[config.mk]
export PLATFORM = sky130hd
export DESIGN_NAME = ddma_type_select
export DESIGN_NICKNAME = d
export VERILOG_FILES = /design/src/ddma_cfg_pkg.sv /design/src/ddma_type_select.sv /design/src/chan_type_decode.sv /design/src/ddma_window_decode.sv
export SDC_FILE = /design/constraint.sdc
export NUM_CORES = 1
export LEC_CHECK = 0
export BUFFER_PORTS_ARGS = -buffer_cell sky130_fd_sc_hd__clkbuf_2
export CORE_MARGIN = 3
export CORE_UTILIZATION = 48
export CTS_CLUSTER_SIZE = 20
export DETAILED_ROUTE_END_ITERATION = 7
export PLACE_DENSITY = 0.79
export RECOVER_POWER = 50
export SLEW_MARGIN = 15
export SYNTH_ARGS = -nofsm -noshare
export SYNTH_HDL_FRONTEND = slang
export SYNTH_SLANG_ARGS = --single-unit
[constraint.sdc]
create_clock -name i_clk -period 2.4 [get_ports i_clk]
set_input_delay 0.24 -clock i_clk [delete_from_list [all_inputs] [get_ports i_clk]]
set_output_delay 0.24 -clock i_clk [all_outputs]
set_load 0.005 [all_outputs]
[src/ddma_cfg_pkg.sv]
package ddma_cfg_pkg;

    // configuration space offsets (byte addresses, dword aligned pairs)
    localparam logic [7:0] TYPE_SEL_OFF = 8'h90;
    localparam logic [7:0] BASE_LOW_OFF = 8'h92;
    localparam logic [7:0] BASE_HIGH_OFF = 8'h94;
    localparam logic [5:0] DW_TYPE_BASE_LOW = 6'h24;
    localparam logic [5:0] DW_BASE_HIGH = 6'h25;

    // reset values
    localparam logic [15:0] TYPE_SEL_RESET = 16'h0000;
    localparam logic [15:0] BASE_RESET = 16'h0000;

    // writable bits: type bits 9:8 reserved, base bits 5:0 reserved
    localparam logic [15:0] TYPE_SEL_WMASK = 16'hfcff;
    localparam logic [15:0] BASE_WMASK = 16'hffc0;

    // field positions
    localparam int NUM_CH = 8;
    localparam int TYPE_W = 2;
    localparam int CASCADE_CH = 4;
    localparam int BASE_CMP_LSB = 6;
    localparam int SLOT_LSB = 4;
    localparam int SLOT_W = 2;
    localparam logic [1:0] CASCADE_SLOT = 2'h0;

    // two-bit channel type codes
    typedef enum logic [1:0] {
        DMA_ISA = 2'b00,
        DMA_PCPCI = 2'b01,
        DMA_DIST = 2'b10,
        DMA_RSVD = 2'b11
    } dma_type_t;

    // configuration access, one cycle strobe
    typedef struct packed {
        logic wr;
        logic rd;
        logic [7:0] addr;
        logic [3:0] be;
        logic [31:0] wdata;
    } cfg_req_t;

    // result of the slave window decode
    typedef struct packed {
        logic hit;
        logic [1:0] slot;
    } win_hit_t;

endpackage

[src/ddma_type_select.sv]
`timescale 1ns/1ps
// How it works
// - distributed channel ignores isa and pc/pci requests
// - codes 00 isa, 01 pc/pci, 10 distributed
// - channels 7,6,5 at bits 15:14, 13:12, 11:10
// - channels 3..0 at bits 7:6 down to 1:0
// - base pointers at 92h (low), 94h (high)
// - base bits 15:6 compared with io address
// - each window is 64 bytes, 16 per channel
// - slot offsets 00h,10h,20h,30h pick channels 0..3 in the low window, 4..7 in the high
// - channel 4 slot is never claimed
// - base bits 5:0 always read zero
module ddma_type_select
    import ddma_cfg_pkg::*;
(
    input wire logic i_clk,
    input wire logic i_resetn,
    input wire cfg_req_t i_cfg,
    output logic [31:0] o_cfg_rdata,
    output logic o_cfg_claim,
    input wire logic [NUM_CH-1:0] i_isa_dreq,
    input wire logic i_pcpci_req_valid,
    input wire logic [2:0] i_pcpci_req_chan,
    output logic [NUM_CH-1:0] o_isa_dreq,
    output logic o_pcpci_req_valid,
    output logic [2:0] o_pcpci_req_chan,
    output logic [NUM_CH-1:0] o_chan_isa,
    output logic [NUM_CH-1:0] o_chan_pcpci,
    output logic [NUM_CH-1:0] o_chan_dist,
    input wire logic i_io_valid,
    input wire logic [15:0] i_io_addr,
    output logic o_io_claim,
    output logic [2:0] o_io_chan
);

    logic [15:0] type_sel_q, type_sel_d;
    logic [15:0] base_low_q, base_low_d;
    logic [15:0] base_high_q, base_high_d;
    logic [31:0] rdata_q, rdata_d;
    logic claim_q, claim_d;
    logic [NUM_CH-1:0] isa_dreq_q, isa_dreq_d;
    logic pc_valid_q, pc_valid_d;
    logic [2:0] pc_chan_q, pc_chan_d;
    logic [NUM_CH-1:0] isa_w, pcpci_w, dist_w;
    logic [NUM_CH-1:0] isa_sel_q, pcpci_sel_q, dist_sel_q;
    logic io_claim_q, io_claim_d;
    logic [2:0] io_chan_q, io_chan_d;
    win_hit_t win_low, win_high;
    logic [5:0] dw;

    // byte-lane merge of a masked 16-bit register
    function automatic logic [15:0] merge16(input logic [15:0] old, input logic [15:0] wdat,
                                            input logic [1:0] be, input logic [15:0] wmask);
        logic [15:0] v;
        v = old;
        if (be[0]) begin
            v[7:0] = wdat[7:0];
        end
        if (be[1]) begin
            v[15:8] = wdat[15:8];
        end
        merge16 = v & wmask;
    endfunction

    assign dw = i_cfg.addr[7:2];

    // configuration register writes
    always_comb begin
        type_sel_d = type_sel_q;
        base_low_d = base_low_q;
        base_high_d = base_high_q;
        if (i_cfg.wr && dw == DW_TYPE_BASE_LOW) begin
            type_sel_d = merge16(type_sel_q, i_cfg.wdata[15:0], i_cfg.be[1:0],
                                 TYPE_SEL_WMASK);
            base_low_d = merge16(base_low_q, i_cfg.wdata[31:16], i_cfg.be[3:2],
                                 BASE_WMASK);
        end
        if (i_cfg.wr && dw == DW_BASE_HIGH) begin
            base_high_d = merge16(base_high_q, i_cfg.wdata[15:0], i_cfg.be[1:0],
                                  BASE_WMASK);
        end
    end

    always_ff @(posedge i_clk or negedge i_resetn) begin
        if (!i_resetn) begin
            type_sel_q <= TYPE_SEL_RESET;
            base_low_q <= BASE_RESET;
            base_high_q <= BASE_RESET;
        end else begin
            type_sel_q <= type_sel_d;
            base_low_q <= base_low_d;
            base_high_q <= base_high_d;
        end
    end

    // configuration reads, answered one cycle later
    always_comb begin
        rdata_d = 32'h0000_0000;
        claim_d = 1'b0;
        if (i_cfg.rd || i_cfg.wr) begin
            claim_d = (dw == DW_TYPE_BASE_LOW) || (dw == DW_BASE_HIGH);
        end
        if (i_cfg.rd && dw == DW_TYPE_BASE_LOW) begin
            rdata_d = {base_low_q, type_sel_q};
        end
        if (i_cfg.rd && dw == DW_BASE_HIGH) begin
            rdata_d = {16'h0000, base_high_q};
        end
    end

    always_ff @(posedge i_clk or negedge i_resetn) begin
        if (!i_resetn) begin
            rdata_q <= 32'h0000_0000;
            claim_q <= 1'b0;
        end else begin
            rdata_q <= rdata_d;
            claim_q <= claim_d;
        end
    end

    chan_type_decode u_type (
        .i_type_sel(type_sel_q),
        .o_isa(isa_w),
        .o_pcpci(pcpci_w),
        .o_dist(dist_w)
    );

    // request gating: distributed channels drop both request paths
    always_comb begin
        isa_dreq_d = i_isa_dreq & ~dist_w;
        pc_valid_d = i_pcpci_req_valid && !dist_w[i_pcpci_req_chan];
        pc_chan_d = i_pcpci_req_valid ? i_pcpci_req_chan : pc_chan_q;
    end

    always_ff @(posedge i_clk or negedge i_resetn) begin
        if (!i_resetn) begin
            isa_dreq_q <= '0;
            pc_valid_q <= 1'b0;
            pc_chan_q <= 3'h0;
            isa_sel_q <= '0;
            pcpci_sel_q <= '0;
            dist_sel_q <= '0;
        end else begin
            isa_dreq_q <= isa_dreq_d;
            pc_valid_q <= pc_valid_d;
            pc_chan_q <= pc_chan_d;
            isa_sel_q <= isa_w;
            pcpci_sel_q <= pcpci_w;
            dist_sel_q <= dist_w;
        end
    end

    ddma_window_decode #(.HIGH_CTRL(1'b0)) u_win_low (
        .i_base(base_low_q),
        .i_io_valid(i_io_valid),
        .i_io_addr(i_io_addr),
        .o_win(win_low)
    );

    ddma_window_decode #(.HIGH_CTRL(1'b1)) u_win_high (
        .i_base(base_high_q),
        .i_io_valid(i_io_valid),
        .i_io_addr(i_io_addr),
        .o_win(win_high)
    );

    // io claim; low controller wins if both windows overlap
    always_comb begin
        io_claim_d = win_low.hit || win_high.hit;
        io_chan_d = io_chan_q;
        if (win_low.hit) begin
            io_chan_d = {1'b0, win_low.slot};
        end else if (win_high.hit) begin
            io_chan_d = {1'b1, win_high.slot};
        end
    end

    always_ff @(posedge i_clk or negedge i_resetn) begin
        if (!i_resetn) begin
            io_claim_q <= 1'b0;
            io_chan_q <= 3'h0;
        end else begin
            io_claim_q <= io_claim_d;
            io_chan_q <= io_chan_d;
        end
    end

    assign o_cfg_rdata = rdata_q;
    assign o_cfg_claim = claim_q;
    assign o_isa_dreq = isa_dreq_q;
    assign o_pcpci_req_valid = pc_valid_q;
    assign o_pcpci_req_chan = pc_chan_q;
    assign o_chan_isa = isa_sel_q;
    assign o_chan_pcpci = pcpci_sel_q;
    assign o_chan_dist = dist_sel_q;
    assign o_io_claim = io_claim_q;
    assign o_io_chan = io_chan_q;
endmodule

[src/chan_type_decode.sv]
`timescale 1ns/1ps
module chan_type_decode
    import ddma_cfg_pkg::*;
(
    input wire logic [15:0] i_type_sel,
    output logic [NUM_CH-1:0] o_isa,
    output logic [NUM_CH-1:0] o_pcpci,
    output logic [NUM_CH-1:0] o_dist
);

    // map one field to a type; reserved code falls back to isa
    function automatic dma_type_t decode_type(input logic [1:0] code);
        unique case (code)
            2'b01: decode_type = DMA_PCPCI;
            2'b10: decode_type = DMA_DIST;
            default: decode_type = DMA_ISA;
        endcase
    endfunction

    // per channel decode; the cascade channel has no field and stays isa
    always_comb begin
        dma_type_t t;
        t = DMA_ISA;
        for (int ch = 0; ch < NUM_CH; ch++) begin
            if (ch == CASCADE_CH) begin
                t = DMA_ISA;
            end else begin
                t = decode_type(i_type_sel[ch*TYPE_W +: TYPE_W]);
            end
            o_isa[ch] = (t == DMA_ISA);
            o_pcpci[ch] = (t == DMA_PCPCI);
            o_dist[ch] = (t == DMA_DIST);
        end
    end

endmodule

[src/ddma_window_decode.sv]
`timescale 1ns/1ps
module ddma_window_decode
    import ddma_cfg_pkg::*;
#(
    parameter bit HIGH_CTRL = 1'b0
) (
    input wire logic [15:0] i_base,
    input wire logic i_io_valid,
    input wire logic [15:0] i_io_addr,
    output win_hit_t o_win
);

    logic match;
    logic [SLOT_W-1:0] slot;

    // upper address compare and 16-byte slot pick inside the 64-byte window
    assign match = (i_base[15:BASE_CMP_LSB] == i_io_addr[15:BASE_CMP_LSB]);
    assign slot = i_io_addr[SLOT_LSB +: SLOT_W];
    // cascade slot of the high controller is never claimed
    assign o_win.hit = i_io_valid && match && !(HIGH_CTRL && slot == CASCADE_SLOT);
    assign o_win.slot = slot;

endmodule

# --- Word-level counts from Yosys, hierarchy flattened ---
# Index checks and enable logic that the tools add are counted.
classes:
  n_mux: 14
  eq_ne: 32
  n_reduce_logical: 28
  bitwise: 2
  n_lt_le_gt_ge: 1
ops:
  columns: ["op", "count"]
  rows:
  - ["$mux W32", 2]
  - ["$eq A2 B1 Y1 const B", 14]
  - ["$eq A2 B2 Y1 const B", 14]
  - ["$pmux W2 S2", 7]
  - ["$eq A10 B10 Y1", 2]
  - ["$logic_not A2 Y1", 8]
  - ["$eq A6 B6 Y1 const B", 2]
  - ["$reduce_and A2 Y1", 6]
  - ["$and A8 B8 Y8", 1]
  - ["$logic_and A1 B1 Y1", 8]
  - ["$not A8 Y8", 1]
  - ["$mux W3", 2]
  - ["$lt A3 B4 Y1 const B", 1]
  - ["$bmux W1 S3", 1]
  - ["$logic_or A1 B1 Y1", 3]
  - ["$logic_not A1 Y1", 2]
  - ["$mux W1", 2]
  - ["$reduce_bool A2 Y1", 1]
totals:
  inputBits: 77
  output_inout_bits: 73
  elab_cells: 93
  regBits: 105

# --- Logic depth before layout (Yosys ltp) ---
depth:
  word_depth: 7
  depth_mapped: 7
  depth_no_buf: 7

# --- By module ---
# A second synthesis with hierarchy kept.
hier_totals:
  hier_cells: 295
  hier_area_um2: 4150.2
by_module_without_submodules:
  columns: ["mod", "area_each_um2", "cells_per_inst", "instances", "seq_area_each_um2"]
  rows:
  - ["ddma_type_select", 3626.0, 229, 1, 2527.4]
  - ["chan_type_decode", 257.7, 33, 1, 0.0]
  - ["ddma_window_decode (u_win_high)", 136.4, 17, 1, 0.0]
  - ["ddma_window_decode (u_win_low)", 130.1, 16, 1, 0.0]

# --- Worst setup path before layout ---
# OpenSTA, ideal clock, no wires.
synth_timing:
  path_kind: "register to register"
  startpoint: "register base_high_q[12]"
  endpoint: "register io_chan_q[0] (netlist: o_io_chan[0])"
  path_stages_with_launch: 6
  period_less_slack_ps: 1770
  t_arrival_ps: 1642
  setup_ps: 128
  t_required_ps: 2272
  path_slack_ps: 630
  path_buffers: 0
  path_cell_list: "dfrtp_1 -> xor2_1 -> or4_1 -> nor3_2 -> nor2_1 -> mux2_1"
synth_between:
  elab_chain_len: 4
synth_rtl:
  columns: ["element", "line_no", "text"]
  rows:
  - ["start, declared", "ddma_type_select.sv:38", "logic [15:0] base_high_q, base_high_d;"]
  - ["start signal, assigned", "ddma_type_select.sv:92", "base_high_q <= base_high_d;"]
  - ["$eq A10 B10 Y1", "ddma_window_decode.sv:17", "assign match = (i_base[15:BASE_CMP_LSB] == i_io_addr[15:BASE_CMP_LSB]);"]
  - ["$logic_and A1 B1 Y1 (2 in series)", "ddma_window_decode.sv:20", "assign o_win.hit = i_io_valid && match && !(HIGH_CTRL && slot == CASCADE_SLOT);"]
  - ["$reduce_bool A2 Y1 (no source line)", null, null]
  - ["end signal, assigned", "ddma_type_select.sv:184", "io_chan_q <= io_chan_d;"]
  - ["end, declared", "ddma_type_select.sv:47", "logic [2:0] io_chan_q, io_chan_d;"]
# No other way between the ends.
# A chain may end at the register's enable or synchronous reset.

# --- Worst setup path after layout ---
layout_timing:
  startpoint: "register base_high_q[12]"
  endpoint: "register io_chan_q[1] (netlist: o_io_chan[1])"
# Same word-level chain as after synthesis.

==> metrics.yaml <==
clock_network:
  cts_tree: "yes"
  h-tree-depth: 3
  cts_sinks: 99
  clk_pin_slew_ns: 0.10
  cts_root_buf: "clkbuf_8"
  cts_buffers: 9
  cts_max_path_buffers: 2
  cts_setup_buffers: 0
  clk_latency_ns: 0.36
logic_synthesis:
  netlist_area_sq_um: 3850
  avgSynthCellArea_sq_um: 14.4
  synthCells: 267
  yosysWarnings: 0
  synthArstFlopShare: 1.00
  ys_seq_elements: 99
  ys_seq_area_frac: 0.643
  synth_edf_count: 0
  ys_types: 28
  ys.flop_type: "dfrtp_1"
setup_path:
  worst-path-max-fanout: 3
  required_ns: 2.65
  critPathArrivalTime_ns: 2.14
  worstSetupPathType: "register to register"
  cp-start-kind: "register"
  end_kind: "register"
global_route:
  grt_usage: 0.175
  first_global_vias: 2457
  antenna_found_initial: 0
  grt_max_degree: 61
  grt_pass1_wl_um: 11900
  grt-ovfl-total: 0
place:
  hpwl_um: 5910
  gp_congestion: 0.726
  port_buffers: 129
floorplanning:
  dieHeight_um: 95.6
  coreArea_sq_um: 7770
  rows: 32
  dieArea_sq_um: 9130
  die_w_um: 95.6
  initial_utilization: 0.496
  pin_count: 150
drt:
  drt_iter0_markers: 79
  route.vias.total: 2419
  highest_layer: "met4"
  wl_met2_um: 3510
  drc: 0
  final_antenna_net_count: 0
  wl_um: 7640
  wl_per_cell_um: 15.0
  firstDrtPassIters: 4
  wl_met1_um: 3290
  wl_met3_um: 682
  via_per_inst: 4.73
pwr:
  powerDensity_nw_per_um2: 659
  fin_total_pwr_mw: 3.13
  vdd_drop_max_v: 0.000277
  leakage_nw: 2.46
timing:
  fmax_mhz: 528
  rsz0062_at_grt: "false"
  finalCritPeriodShare: 0.790
  hold_violations: 0
  tightest_slew_ns: 1.02
  finalSetupViolations: 0
  layout_min_cycle_time_ns: 1.90
  skew_ns: 0.00726
  drv_slew: 0
  relSlewSlack: 0.317
  fin_setup_tns_ns: 0
outcome:
  status: "finished clean"
final_layout:
  n_antenna_cell: 0
  drive_gt1_frac: 0.320
  num-nets-final: 495
  area_delta_synth_final_pct: 23.5
job:
  max_cap_violations: 0
hold_path:
  hold_path.class: "primary input to register"
-- registers in the layout, indices dropped and copies added, names as in the netlist --
signal / count
o_isa_dreq: 8
type_sel_q: 14
o_chan_isa: 8
o_io_chan: 3
o_chan_dist: 7
o_cfg_rdata: 26
o_io_claim: 1
o_pcpci_req_valid: 1
o_cfg_claim: 1
base_low_q: 10
base_high_q: 10
o_pcpci_req_chan: 3
o_chan_pcpci: 7
-- power breakdown --
group,switching [mW],internal [mW],total (mW)
logic,0.149,0.161,0.310
clock network,0.594,0.395,0.990
registers,0.0644,1.77,1.83
-- worst max-delay path, stage by stage, from the launching register on --
cell and delay [ns]:
dfrtp_1 0.43, xor2_1 0.18, or4_1 0.54, nor3_2 0.21, nor2_1 0.11, mux2_1 0.32
-- final timing paths --
| path | cells past startpoint | to | startpoint | slack [ns] |
|---|---|---|---|---|
| max in group asynchronous | 3 | type_sel_q[12] | i_resetn | 0.97 |
| hold / removal | 2 | base_low_q[8] | i_cfg[24] | 0.08 |
| hold reg to reg | 1 | o_io_chan[0] | o_io_chan[0] | 0.51 |
| setup / recovery | 5 | o_io_chan[1] | base_high_q[12] | 0.50 |
| min in group asynchronous | 2 | o_cfg_rdata[11] | i_resetn | 0.59 |
| setup reg to reg | 5 | o_io_chan[1] | base_high_q[12] | 0.50 |
-- area by class of cell --
class	instances	area (sq um)
clock buffer	9	124
clock inverter	7	60.1
fill	643	3010
inverter	15	56.3
multi-input combinational	146	1260
sequential	99	2480
tap	102	128
timing repair buffer	133	649
-- cells by family after synthesis --
group | Yosys count | share of synthesized area
AND/OR/NAND/NOR | 50 | 0.0799
AO/OA/AOI/OAI | 12 | 0.0247
multiplexers | 41 | 0.123
adder cells (fa/ha/maj) | 14 | 0.0455
other | 2 | 0.00195
flip-flops | 99 | 0.643
buffers and inverters | 29 | 0.0364
XOR/XNOR | 20 | 0.0455
-- cell usage in the layout (no fill, tap or decap), types with 3 or more instances in the layout --
cell,instances
a22o_1,8
and2_0,3
and2_1,16
clkbuf_1,34
clkbuf_2,94
clkbuf_8,9
clkinv_4,3
conb_1,9
dfrtp_1,99
ha_1,14
inv_1,15
mux2_1,26
mux2_2,14
nand2_1,4
nand4_1,5
nor2_1,4
nor2b_1,7
xnor2_1,17
xor2_1,3
-- stage by stage --
step	utilization	hold WS (ns)	area, sq um	setup WS [ns]	std cells
after floorplan	-	-0.0556	3880	0.630	274
after global placement	0.592	0.249	4600	0.521	493
after detailed placement	0.592	0.255	4600	0.514	493
after CTS	0.618	0.0695	4800	0.495	511
after global routing	0.612	0.0814	4750	0.432	511
final	0.612	0.0845	4750	0.505	511
-- per-layer routing --
| metal | vias up | global-route usage |
|---|---|---|
| met3 | 14 | 0.0474 |
| met4 | 0 | 0.0746 |
| met5 | - | 0 |
| met1 | 1151 | 0.226 |
| li1 | 1147 | - |
| met2 | 107 | 0.277 |
-- cell usage after synthesis (2+ instances only) --
| master | count | area (sq um) |
|---|---|---|
| o21ai_0 | 2 | 10.0 |
| conb_1 | 2 | 7.51 |
| xor2_1 | 3 | 26.3 |
| ha_1 | 14 | 175 |
| nand2_2 | 2 | 12.5 |
| nor2_1 | 4 | 15.0 |
| buf_4 | 8 | 60.1 |
| inv_1 | 15 | 56.3 |
| nand2_1 | 4 | 15.0 |
| a22o_1 | 8 | 70.1 |
| dfrtp_1 | 99 | 2480 |
| nor3_2 | 2 | 20.0 |
| xnor2_1 | 17 | 149 |
| and2_1 | 19 | 119 |
| mux2_2 | 14 | 158 |
| nor2b_1 | 7 | 43.8 |
| mux2_1 | 26 | 293 |
| and3b_1 | 2 | 17.5 |
| nand3_1 | 2 | 10.0 |
| clkbuf_1 | 5 | 18.8 |
| nand4_1 | 5 | 31.3 |
-- timing repair --
item,CTS,global route
resized for setup,0,0
hold buffers,2,0
endpoints found under the hold margin,40,0
Note: power is estimated with default switching activity, not from simulation.
